===== config.mk =====
export PLATFORM = sky130hd
export DESIGN_NAME = device_fault_status_flags
export DESIGN_NICKNAME = d
export VERILOG_FILES = /design/src/include/fault_flags_pkg.sv /design/src/include/flag_link_if.sv /design/src/rtl/device_fault_status_flags.sv /design/src/rtl/recovery_timer.sv /design/src/rtl/register_check.sv
export SDC_FILE = /design/constraint.sdc
export NUM_CORES = 1
export LEC_CHECK = 0
export CAP_MARGIN = 20
export CORE_ASPECT_RATIO = 1.4
export CORE_MARGIN = 2
export CORE_UTILIZATION = 55
export CTS_CLUSTER_SIZE = 28
export DETAILED_ROUTE_END_ITERATION = 7
export DONT_BUFFER_PORTS = 1
export PLACE_DENSITY = 0.76
export SLEW_MARGIN = 20
export SYNTH_ARGS = -nofsm -noshare
export SYNTH_HDL_FRONTEND = slang
export SYNTH_SLANG_ARGS = --single-unit

===== constraint.sdc =====
create_clock -name ref_clk -period 1.8 [get_ports ref_clk]
set_input_delay 0.54 -clock ref_clk [delete_from_list [all_inputs] [get_ports ref_clk]]
set_output_delay 0.54 -clock ref_clk [all_outputs]
set_load 0.03 [all_outputs]

===== src/include/fault_flags_pkg.sv =====
// Purpose: shared constants for the device fault status flag block
// Assumes: 100 MHz ref_clk, byte wide status registers
// Notes: Overview below lists the behaviour kept by the block
//
// Overview of operation
// Buffer supply overvoltage monitor high sets the buffer over flag.
// Any supply fault present reloads the one shared recovery timer.
// With no supply fault the timer counts down to zero and stays.
// Timer nonzero mutes responses; clearing depends on protocol and report disable.
// With no supply fault, supply register clears after being read twice.
// Analog regulator out of window sets the analog regulator fault.
// Digital regulator out of window sets the digital regulator fault.
// Memory array regulator out of window sets its fault flag.
// Perimeter loop break sets the perimeter break flag, reset value zero.
// Memory/temperature status at 0x03 with bits 7,6,5,4,2, reset zero.
// Factory memory array fault sets the factory memory flag.
// User memory array fault sets the user memory flag.
// After init lock, check code over user registers mismatching sets a flag.
// Memory/temp flags clear on register read or on reporting transmission.
// Write busy follows an active user programming operation.
// Over or under temperature sets the temperature range fault.
// Comm status at 0x04, training fault in bit 6, others read zero.
// Training settings or master timing error sets the training fault.
// Training fault clears on read or transmission once condition gone.
// Memory/temp summary is OR of the five memory/temp flags.
// A fault still present when cleared keeps its flag set.
// Reserved bits read zero; writes never change status registers.
package fault_flags_pkg;
    localparam logic [7:0] ADDR_SUPPLY_STATUS = 8'h02;
    localparam logic [7:0] ADDR_MEM_TEMP = 8'h03;
    localparam logic [7:0] ADDR_COMM_STATUS = 8'h04;
    // supply register bit positions
    localparam int BIT_BUF_UNDER = 7;
    localparam int BIT_BUS_UNDER = 6;
    localparam int BIT_BUF_OVER = 5;
    localparam int BIT_ANALOG_REG = 3;
    localparam int BIT_DIGITAL_REG = 2;
    localparam int BIT_NVM_REG = 1;
    localparam int BIT_PERIMETER = 0;
    // memory/temperature register bit positions, then the comm training bit
    localparam int BIT_FACTORY_NVM = 7;
    localparam int BIT_USER_NVM = 6;
    localparam int BIT_CHECK_CODE = 5;
    localparam int BIT_WRITE_BUSY = 4;
    localparam int BIT_TEMP_RANGE = 2;
    localparam int BIT_OSC_TRAIN = 6;
    localparam logic [7:0] SUPPLY_VALID_MASK = 8'hef;
    localparam logic [7:0] MEM_TEMP_VALID_MASK = 8'hf4;
    localparam logic [7:0] STATUS_RESET = 8'h00;
    localparam logic [2:0] PROTO_DSI3_A = 3'h0;
    localparam logic [2:0] PROTO_DSI3_B = 3'h3;
    localparam int CLK_PERIOD_NS = 10;
    localparam int SUPPLY_RECOVERY_TIME_US = 1000;
    localparam int SUPPLY_RECOVERY_CYCLES = (SUPPLY_RECOVERY_TIME_US * 1000) / CLK_PERIOD_NS;
endpackage


===== src/include/flag_link_if.sv =====
// Purpose: link between the flag top and its timer and check helpers
// Assumes: single ref_clk domain
// Notes: levels only, no handshakes
`timescale 1ns/100ps
interface flag_link_if;
    logic faultAny;
    logic timerZero;
    logic lockOn;
    logic codeMismatch;
    modport top_mp (output faultAny, output lockOn, input timerZero, input codeMismatch);
    modport timer_mp (input faultAny, output timerZero);
    modport check_mp (input lockOn, output codeMismatch);
endinterface


===== src/rtl/device_fault_status_flags.sv =====
// Purpose: sticky supply, memory/temperature and communication status flags
// Assumes: monitors and strobes synchronous to ref_clk; read strobe is one cycle
// Notes: read data appears one cycle after the strobe, showing pre-clear values
`timescale 1ns/100ps
module device_fault_status_flags import fault_flags_pkg::*; #(
    parameter int RECOVERY_CYCLES = SUPPLY_RECOVERY_CYCLES,
    parameter int REG_BITS = 64
) (
    input wire logic ref_clk,
    input wire logic rst_b,
    input wire logic bufUnderMon,
    input wire logic busUnderMon,
    input wire logic bufOverMon,
    input wire logic analogRegMon,
    input wire logic digitalRegMon,
    input wire logic nvmRegMon,
    input wire logic perimeterBreakMon,
    input wire logic factoryNvmMon,
    input wire logic userNvmMon,
    input wire logic writeBusyMon,
    input wire logic tempRangeMon,
    input wire logic oscTrainMon,
    input wire logic supplyReportDisable,
    input wire logic [2:0] protocolSelect,
    input wire logic initDoneLock,
    input wire logic [REG_BITS-1:0] userRegs,
    input wire logic [7:0] storedCode,
    input wire logic regRdStb,
    input wire logic regWrStb,
    input wire logic [7:0] regAddr,
    input wire logic statusTxStb,
    input wire logic [7:0] statusTxAddr,
    output logic [7:0] rdData,
    output logic rdValid,
    output logic respInhibit,
    output logic memoryTempSummary,
    output logic supplySummary,
    output logic commSummary
);
    initial begin
        if (RECOVERY_CYCLES < 1) $error("recovery count must be positive");
    end

    function automatic logic isDsi3(input logic [2:0] p);
        return (p == PROTO_DSI3_A) || (p == PROTO_DSI3_B);
    endfunction

    // clear request for one register: read of it, or a transmission reporting it
    function automatic logic hitReg(input logic stb, input logic [7:0] a, input logic [7:0] target);
        return stb && (a == target);
    endfunction

    flag_link_if link ();

    recovery_timer #(
        .RELOAD(RECOVERY_CYCLES)
    ) u_timer (
        .ref_clk(ref_clk),
        .rst_b(rst_b),
        .link(link.timer_mp)
    );

    register_check #(
        .REG_BITS(REG_BITS)
    ) u_check (
        .ref_clk(ref_clk),
        .rst_b(rst_b),
        .userRegs(userRegs),
        .storedCode(storedCode),
        .link(link.check_mp)
    );

    logic [7:0] supplyFlags;
    logic [7:0] memFlags;
    logic oscFlag;
    logic supplyReadSeen;

    // writes are decoded only to be dropped: every register here is read only
    wire logic readOnly = !regWrStb;
    wire logic rdSupply = readOnly && hitReg(regRdStb, regAddr, ADDR_SUPPLY_STATUS);
    wire logic rdMem = readOnly && hitReg(regRdStb, regAddr, ADDR_MEM_TEMP);
    wire logic rdComm = readOnly && hitReg(regRdStb, regAddr, ADDR_COMM_STATUS);
    wire logic txSupply = hitReg(statusTxStb, statusTxAddr, ADDR_SUPPLY_STATUS);
    wire logic txMem = hitReg(statusTxStb, statusTxAddr, ADDR_MEM_TEMP);
    wire logic txComm = hitReg(statusTxStb, statusTxAddr, ADDR_COMM_STATUS);

    // supply monitors in register order, reserved bit tied low
    wire logic [7:0] supplyMon = {
        bufUnderMon,
        busUnderMon,
        bufOverMon,
        1'b0,
        analogRegMon,
        digitalRegMon,
        nvmRegMon,
        perimeterBreakMon
    } & SUPPLY_VALID_MASK;

    wire logic supplyFaultNow = |supplyMon;
    assign link.faultAny = supplyFaultNow;
    assign link.lockOn = initDoneLock;

    // either DSI3 protocol code (0 or 3) with reporting on: clear by read/transmission at timer zero
    wire logic readClearMode = isDsi3(protocolSelect) && !supplyReportDisable;
    // a read clears only if one already happened with no fault in between
    wire logic secondRead = rdSupply && supplyReadSeen;
    wire logic supplyClr = link.timerZero && !supplyFaultNow &&
        (readClearMode ? (txSupply || secondRead) : 1'b1);
    // set over clear keeps a live fault visible
    wire logic [7:0] next_supplyFlags = supplyMon | (supplyFlags & ~{8{supplyClr}});
    wire logic next_supplyReadSeen = supplyFaultNow ? 1'b0 :
        (supplyClr ? 1'b0 : (supplyReadSeen || rdSupply));

    wire logic [7:0] memMon = {
        factoryNvmMon,
        userNvmMon,
        link.codeMismatch,
        1'b0,
        1'b0,
        tempRangeMon,
        2'b00
    };
    wire logic memClr = rdMem || txMem;
    wire logic [7:0] stickyMem = (memMon | (memFlags & ~{8{memClr}})) & MEM_TEMP_VALID_MASK;
    // busy is a live level, not sticky
    wire logic [7:0] next_memFlags = {stickyMem[7:5], writeBusyMon, stickyMem[3:0]};

    wire logic oscClr = rdComm || txComm;
    wire logic next_oscFlag = oscTrainMon || (oscFlag && !oscClr);

    // read mux, reserved and unmapped bits return zero
    wire logic [7:0] commWord = {1'b0, oscFlag, 6'b000000} ;
    wire logic [7:0] next_rdData = rdSupply ? (supplyFlags & SUPPLY_VALID_MASK) :
        rdMem ? (memFlags & MEM_TEMP_VALID_MASK) :
        rdComm ? commWord : 8'h00;
    wire logic next_rdValid = regRdStb && readOnly;
    wire logic next_respInhibit = !link.timerZero || supplyFaultNow;

    always_ff @(posedge ref_clk or negedge rst_b) begin
        if (!rst_b) begin
            supplyFlags <= STATUS_RESET;
            memFlags <= STATUS_RESET;
            oscFlag <= 1'b0;
            supplyReadSeen <= 1'b0;
        end else begin
            supplyFlags <= next_supplyFlags;
            memFlags <= next_memFlags;
            oscFlag <= next_oscFlag;
            supplyReadSeen <= next_supplyReadSeen;
        end
    end

    always_ff @(posedge ref_clk or negedge rst_b) begin
        if (!rst_b) begin
            rdData <= 8'h00;
            rdValid <= 1'b0;
            respInhibit <= 1'b0;
        end else begin
            rdData <= next_rdData;
            rdValid <= next_rdValid;
            respInhibit <= next_respInhibit;
        end
    end

    // summaries registered from next values so they track the flags exactly
    always_ff @(posedge ref_clk or negedge rst_b) begin
        if (!rst_b) begin
            memoryTempSummary <= 1'b0;
            supplySummary <= 1'b0;
            commSummary <= 1'b0;
        end else begin
            memoryTempSummary <= |next_memFlags;
            supplySummary <= |next_supplyFlags;
            commSummary <= next_oscFlag;
        end
    end

    AST_BUF_OVER_SET: assert property (@(posedge ref_clk) disable iff (!rst_b)
        bufOverMon |=> supplyFlags[BIT_BUF_OVER])
        else $error("buffer over flag missed its monitor");

    AST_TIMER_RELOAD: assert property (@(posedge ref_clk) disable iff (!rst_b)
        supplyFaultNow |=> !link.timerZero)
        else $error("timer not reloaded by supply fault");

    AST_TIMER_HOLD_ZERO: assert property (@(posedge ref_clk) disable iff (!rst_b)
        (link.timerZero && !supplyFaultNow) |=> link.timerZero)
        else $error("timer left zero without a fault");

    AST_TIMER_DOWN: assert property (@(posedge ref_clk) disable iff (!rst_b)
        $fell(supplyFaultNow)
        |-> !link.timerZero)
        else $error("timer expired immediately after fault");

    AST_MUTE_WHILE_TIMER: assert property (@(posedge ref_clk) disable iff (!rst_b)
        !link.timerZero |=> respInhibit)
        else $error("responses not muted while timer runs");

    AST_NO_EARLY_CLEAR: assert property (@(posedge ref_clk) disable iff (!rst_b)
        (!link.timerZero && supplyFlags[BIT_PERIMETER]) |=> supplyFlags[BIT_PERIMETER])
        else $error("supply flag cleared before timer expiry");

    AST_AUTO_CLEAR: assert property (@(posedge ref_clk) disable iff (!rst_b)
        (!readClearMode && link.timerZero && !supplyFaultNow) |=> supplyFlags == 8'h00)
        else $error("supply flags not cleared at timer zero");

    AST_SINGLE_READ_KEEPS: assert property (@(posedge ref_clk) disable iff (!rst_b)
        (readClearMode && rdSupply && !supplyReadSeen && !txSupply && supplyFlags[BIT_BUF_OVER])
        |=> supplyFlags[BIT_BUF_OVER])
        else $error("supply register cleared on first read");

    AST_PERIMETER_SET: assert property (@(posedge ref_clk) disable iff (!rst_b)
        perimeterBreakMon |=> supplyFlags[BIT_PERIMETER] ##1 supplyFlags[BIT_PERIMETER] || !perimeterBreakMon)
        else $error("perimeter flag missed its monitor");

    AST_CHECK_FAULT: assert property (@(posedge ref_clk) disable iff (!rst_b)
        (initDoneLock && link.codeMismatch) |=> memFlags[BIT_CHECK_CODE])
        else $error("check mismatch not flagged");

    AST_MEM_READ_CLEAR: assert property (@(posedge ref_clk) disable iff (!rst_b)
        (rdMem && !tempRangeMon) |=> !memFlags[BIT_TEMP_RANGE] && rdValid)
        else $error("temperature flag survived a clearing read");

    AST_BUSY_TRACK: assert property (@(posedge ref_clk) disable iff (!rst_b)
        ##1 memFlags[BIT_WRITE_BUSY] == $past(writeBusyMon))
        else $error("write busy does not follow programming");

    AST_SUMMARY_OR: assert property (@(posedge ref_clk) disable iff (!rst_b)
        memoryTempSummary == |memFlags)
        else $error("summary differs from memory/temp flags");

    AST_OSC_HOLD: assert property (@(posedge ref_clk) disable iff (!rst_b)
        (oscTrainMon && rdComm)
        |=> oscFlag && rdValid)
        else $error("training flag cleared while condition present");

    AST_COMM_READ: assert property (@(posedge ref_clk) disable iff (!rst_b)
        rdComm |=> rdValid && (rdData[7] == 1'b0) && (rdData[5:0] == 6'h00))
        else $error("comm status reserved bits not zero");

    AST_WRITE_IGNORED: assert property (@(posedge ref_clk) disable iff (!rst_b)
        (regWrStb && !statusTxStb)
        |=> memFlags[7:5] == ($past(memFlags[7:5]) | $past(memMon[7:5])))
        else $error("write disturbed status register");

    AST_ANALOG_SET: assert property (@(posedge ref_clk) disable iff (!rst_b)
        analogRegMon
        |=> supplyFlags[BIT_ANALOG_REG])
        else $error("analog regulator flag missed its monitor");

    AST_DIGITAL_SET: assert property (@(posedge ref_clk) disable iff (!rst_b)
        digitalRegMon
        |=> supplyFlags[BIT_DIGITAL_REG])
        else $error("digital regulator flag missed its monitor");

    AST_NVM_REG_SET: assert property (@(posedge ref_clk) disable iff (!rst_b)
        nvmRegMon
        |=> supplyFlags[BIT_NVM_REG])
        else $error("memory regulator flag missed its monitor");

    AST_FACTORY_SET: assert property (@(posedge ref_clk) disable iff (!rst_b)
        factoryNvmMon
        |=> memFlags[BIT_FACTORY_NVM])
        else $error("factory memory flag missed its monitor");

    AST_USER_SET: assert property (@(posedge ref_clk) disable iff (!rst_b)
        userNvmMon
        |=> memFlags[BIT_USER_NVM])
        else $error("user memory flag missed its monitor");

    AST_TEMP_SET: assert property (@(posedge ref_clk) disable iff (!rst_b)
        tempRangeMon
        |=> memFlags[BIT_TEMP_RANGE])
        else $error("temperature flag missed its monitor");

    AST_OSC_SET: assert property (@(posedge ref_clk) disable iff (!rst_b)
        oscTrainMon
        |=> oscFlag)
        else $error("training flag missed its monitor");

    AST_SECOND_READ_CLEAR: assert property (@(posedge ref_clk) disable iff (!rst_b)
        (secondRead && link.timerZero && !supplyFaultNow)
        |=> supplyFlags == 8'h00)
        else $error("supply register kept after second read");

    AST_MEM_TX_CLEAR: assert property (@(posedge ref_clk) disable iff (!rst_b)
        (txMem && !factoryNvmMon && !userNvmMon)
        |=> memFlags[7:6] == 2'b00)
        else $error("memory flags survived a reporting transmission");

    AST_OSC_CLEAR: assert property (@(posedge ref_clk) disable iff (!rst_b)
        (oscClr && !oscTrainMon)
        |=> !oscFlag)
        else $error("training flag kept after clear with condition gone");

    AST_UNMAPPED_ZERO: assert property (@(posedge ref_clk) disable iff (!rst_b)
        (regRdStb && !rdSupply && !rdMem && !rdComm)
        |=> rdData == 8'h00)
        else $error("unmapped or refused read returned data");

    AST_LOCK_GATE: assert property (@(posedge ref_clk) disable iff (!rst_b)
        !initDoneLock
        |=> !link.codeMismatch)
        else $error("check mismatch raised before init lock");

    AST_MEM_RESERVED: assert property (@(posedge ref_clk) disable iff (!rst_b)
        rdMem
        |=> rdValid && ((rdData & ~MEM_TEMP_VALID_MASK) == 8'h00))
        else $error("memory/temp reserved bits not zero");

    COV_SUPPLY_RECOVERY: cover property (@(posedge ref_clk) disable iff (!rst_b)
        $fell(supplyFaultNow) ##[1:1000] $rose(link.timerZero));
    COV_MEM_CLEAR: cover property (@(posedge ref_clk) disable iff (!rst_b)
        memFlags[BIT_FACTORY_NVM] ##1 rdMem ##1 !memFlags[BIT_FACTORY_NVM]);
    COV_OSC_TX_CLEAR: cover property (@(posedge ref_clk) disable iff (!rst_b)
        oscFlag && txComm && !oscTrainMon);
    COV_SECOND_READ: cover property (@(posedge ref_clk) disable iff (!rst_b)
        secondRead && link.timerZero);
    COV_OSC_LIVE_READ: cover property (@(posedge ref_clk) disable iff (!rst_b)
        oscTrainMon && rdComm);
endmodule // device_fault_status_flags


===== src/rtl/recovery_timer.sv =====
// Purpose: shared supply fault recovery countdown
// Assumes: one tick per ref_clk cycle
// Notes: starts at zero after reset
`timescale 1ns/100ps
module recovery_timer import fault_flags_pkg::*; #(
    parameter int RELOAD = SUPPLY_RECOVERY_CYCLES
) (
    input wire logic ref_clk,
    input wire logic rst_b,
    flag_link_if.timer_mp link
);
    localparam int CW = $clog2(RELOAD + 1);
    initial begin
        if (RELOAD < 1) $error("recovery reload must be at least one cycle");
    end
    logic [CW-1:0] count;
    wire logic [CW-1:0] next_count = link.faultAny ? CW'(RELOAD) :
        ((count == '0) ? count : count - CW'(1));
    assign link.timerZero = (count == '0);
    always_ff @(posedge ref_clk or negedge rst_b) begin
        if (!rst_b) count <= '0;
        else count <= next_count;
    end
endmodule // recovery_timer


===== src/rtl/register_check.sv =====
// Purpose: check code over user writable registers after init lock
// Assumes: stored code computed earlier and held outside
// Notes: xor fold is cheap but misses paired flips in one column
`timescale 1ns/100ps
module register_check import fault_flags_pkg::*; #(
    parameter int REG_BITS = 64
) (
    input wire logic ref_clk,
    input wire logic rst_b,
    input wire logic [REG_BITS-1:0] userRegs,
    input wire logic [7:0] storedCode,
    flag_link_if.check_mp link
);
    initial begin
        if (REG_BITS < 8 || REG_BITS % 8 != 0) $error("user register width must be whole bytes");
    end
    function automatic logic [7:0] foldCode(input logic [REG_BITS-1:0] v);
        logic [7:0] acc;
        acc = 8'h00;
        for (int i = 0; i < REG_BITS / 8; i++) acc = acc ^ v[i*8 +: 8];
        return acc;
    endfunction
    wire logic next_mismatch = link.lockOn && (foldCode(userRegs) != storedCode);
    logic mismatch;
    assign link.codeMismatch = mismatch;
    always_ff @(posedge ref_clk or negedge rst_b) begin
        if (!rst_b) mismatch <= 1'b0;
        else mismatch <= next_mismatch;
    end
endmodule // register_check


==> impl_metrics.tcl <==
set metrics [dict create \
    crit_slowest_cell "or4_4" \
    run_status "complete, but fails checks" \
    worstSetupEndpointType "flop" \
    worst-setup-path-type "reg2reg" \
    num_rows 29 \
    max_cap_viol_count 0 \
    syn_to_final_growth_pct 19.9 \
    core-area_sq_um 4570 \
    total_power_uw 2150 \
    hold_viol_final 0 \
    worst_skew_pair.late_latency_ns 0.30 \
    cts.reportedPaths.clkPinSlew_ns 0.08 \
    min_path_type "in2async" \
    wl_per_cell_um 17.7 \
    rrSetupSlack_ns -0.11 \
    initial_core_util_pct 57.5 \
    grt_pass1_wl_um 9480 \
    drt_iter0_drc 75 \
    final_nets 386 \
    power.density_nw_per_um2 684 \
    fin_area_sq_um 3150 \
    clkPwrFrac_pct 35.6 \
    path_delay_family "simple AND/OR/NAND/NOR gates" \
    diodes 0 \
    dr_total_vias 1980 \
    fin_setup_tns_ns -0.777 \
    multi_input_area_sq_um 1600 \
    switching_power_uw 497 \
    portBuffers 0 \
    nFillCells 348 \
    ant_nets 0 \
    synth_cells 245 \
    arrival_ns 2.14 \
    synth_edf_count 0 \
    cellLeakagePower_uw 0.00120 \
    placed_cell_area_sq_um 2880 \
    cts.sinks 45 \
    syn_area_per_cell_sq_um 10.7 \
    synth.area.top_cells "dfrtp_1, xnor2_1, xnor3_1, xor2_1, a21o_1" \
    synthMostInstantiatedCell "xnor2_1" \
    synth_cell_types 41 \
    antenna_found_initial 0 \
    yosysTopAreaCell "dfrtp_1" \
    die_h_um 85.8 \
    yosys_warnings 0 \
    slew_headroom_pct 69.9 \
    die_area_sq_um 5350 \
    final.setup.worst_slack_ns -0.109 \
    worst_pin_slew_ns 0.449 \
    internal-power_uw 1660 \
    failed_checks "setup timing" \
    gp_congestion 0.802 \
    slew_viol_final 0 \
    grt_max_degree 46 \
    slowest_delay_ns 0.43 \
    cts-root-buf "clkbuf_8" \
    syn-cell-area_sq_um 2630 \
    r2r-end "u_timer.count[6]$_DFFE_PN0N_" \
    critPathRequiredTime_ns 2.03 \
    rsz0062_at_grt "yes" \
    wl_um 5980 \
    netSwitchingFraction_pct 23.1 \
    fmax_mhz 524 \
    cts_tree "yes" \
    cts_buffer_depth 2 \
    grt_use_total_pct 23.2 \
    peakVddDrop_v 0.000417 \
    cts_buffers 5 \
    ios 123 \
    via_per_inst 5.88 \
    cp_cell_sequence "inv_2, ha_4, or3b_4, or2_4, or4_4, a21oi_2" \
    dr.pass1.iters 4 \
    synth_common_cells "xnor2_1, dfrtp_1, nor2_1" \
    pwr-share-seq_pct 47.4 \
    period_share_pct 106 \
    finClkSkew_ns 0.00664 \
    timing.final.crit_period_ns 1.91 \
    combPwrFrac_pct 17.0 \
    synthDominantCellAreaShare_pct 42.9 \
    start_kind "flop" \
    seq_area_sq_um 1130 \
    gr-total-overflow 0 \
    grt_pass1_vias 2057 \
    drcViolationCount 0 \
    synth_ff_type "dfrtp_1" \
    async_flop_share_pct 100 \
    regToRegStartpoint "u_timer.count[0]$_DFFE_PN0N_" \
    worstPathMaxFanout 6 \
    synthesis.nets 357 \
    final_layout_size_suffix_gt1_share_pct 21.8 \
    path_buf_inv 1 \
    synth-seq-area-share_pct 42.9 \
    die_width_um 62.4 \
    ys_ff_latch 45 \
    worst_r2r_path_depth 6 \
    setup_viol 12 \
    h-tree-depth 2 \
    hpwl_um 4820 \
]
-- final cells by class --
type,count,share of cell area [%]
sequential,45,35.7
inverter,4,0.477
tap,62,2.46
clock inverter,3,1.47
timing repair buffer,27,6.83
clock buffer,5,2.18
multi-input combinational,191,50.8
-- worst max-delay path by stage --
stage	startpoint	endpoint	slack, ns	depth (start not counted)
2_1_floorplan	statusTxAddr[3]	supplyFlags[0]$_DFF_PN0_	-0.31	5
6_report	u_timer.count[0]$_DFFE_PN0N_	u_timer.count[6]$_DFFE_PN0N_	-0.11	6
3_3_place_gp	statusTxAddr[3]	supplyFlags[1]$_DFF_PN0_	-0.39	5
3_5_place_dp	statusTxAddr[3]	supplyFlags[1]$_DFF_PN0_	-0.44	5
4_1_cts	statusTxAddr[3]	supplyFlags[1]$_DFF_PN0_	-0.09	5
5_1_grt	u_timer.count[1]$_DFFE_PN0N_	u_timer.count[6]$_DFFE_PN0N_	-0.17	6
-- power by group through the flow --
stage                     logic, uW  clock network [uW]  registers, uW
after global placement          325                   0           1040
after detailed placement        333                   0           1040
after floorplan                 293                   0           1040
after global routing            402                 826           1020
after CTS                       363                 786           1020
final                           366                 767           1020
-- timing repair --
action / in CTS / in global routing
gates resized for setup: 17 / 8
hold buffers: 1 / 0
hold endpoints to repair: 45 / 0
setup endpoints to repair: 15 / 25
setup buffers: 1 / 3
pin swaps: 8 / 15
-- through the flow --
| stage | std cells | setup WS, ns | hold slack, ns | utilization [%] |
|---|---|---|---|---|
| floorplan | 245 | -0.308 | 0.244 | - |
| global placement | 325 | -0.388 | 0.246 | 63.1 |
| detailed placement | 325 | -0.435 | 0.245 | 63.1 |
| CTS | 335 | -0.0926 | 0.0809 | 67.9 |
| global route | 337 | -0.166 | 0.0867 | 68.9 |
| finish | 337 | -0.109 | 0.0767 | 68.9 |
-- routing by layer --
layer	wire length, um	track usage [%]
met1	1950	22.4
met2	3450	45.7
met3	417	5.12
met4	152	11.1
met5	0	0
-- cells by family after synthesis --
family | Yosys count | synth area share, %
AOI/OAI and AO/OA | 33 | 8.95
adders and majority gates | 2 | 0.952
and+or+nand+nor | 86 | 19.5
DFF | 45 | 42.9
buffers and inverters | 9 | 1.29
xor gates and xnor gates | 70 | 26.5
-- state kept, by name, indices dropped and copies added, names as in the netlist --
signal and count:
supplySummary 1, supplyFlags 8, memFlags 5, oscFlag 1, rdData 8, u_check.link.codeMismatch 1, u_timer.count 17, memoryTempSummary 1
supplyReadSeen 1, respInhibit 1, rdValid 1
-- layout by cell type, fill, tap and decap left out, types with 3 or more instances in the layout --
master and n:
and2_1 6, a22o_1 3, xor2_1 15, clkbuf_8 5, or3_1 3, or4_1 4
xnor2_1 49, nor3_1 5, xnor3_1 6, nand3_1 5, a21o_1 11, and3_1 3
buf_4 26, nand2_1 11, dfrtp_1 45, nand3b_1 3, a21oi_1 4, nor2b_1 3
nor2_1 17, nor4_1 3, o21ai_0 3
Power figures use the tool's default switching activity.
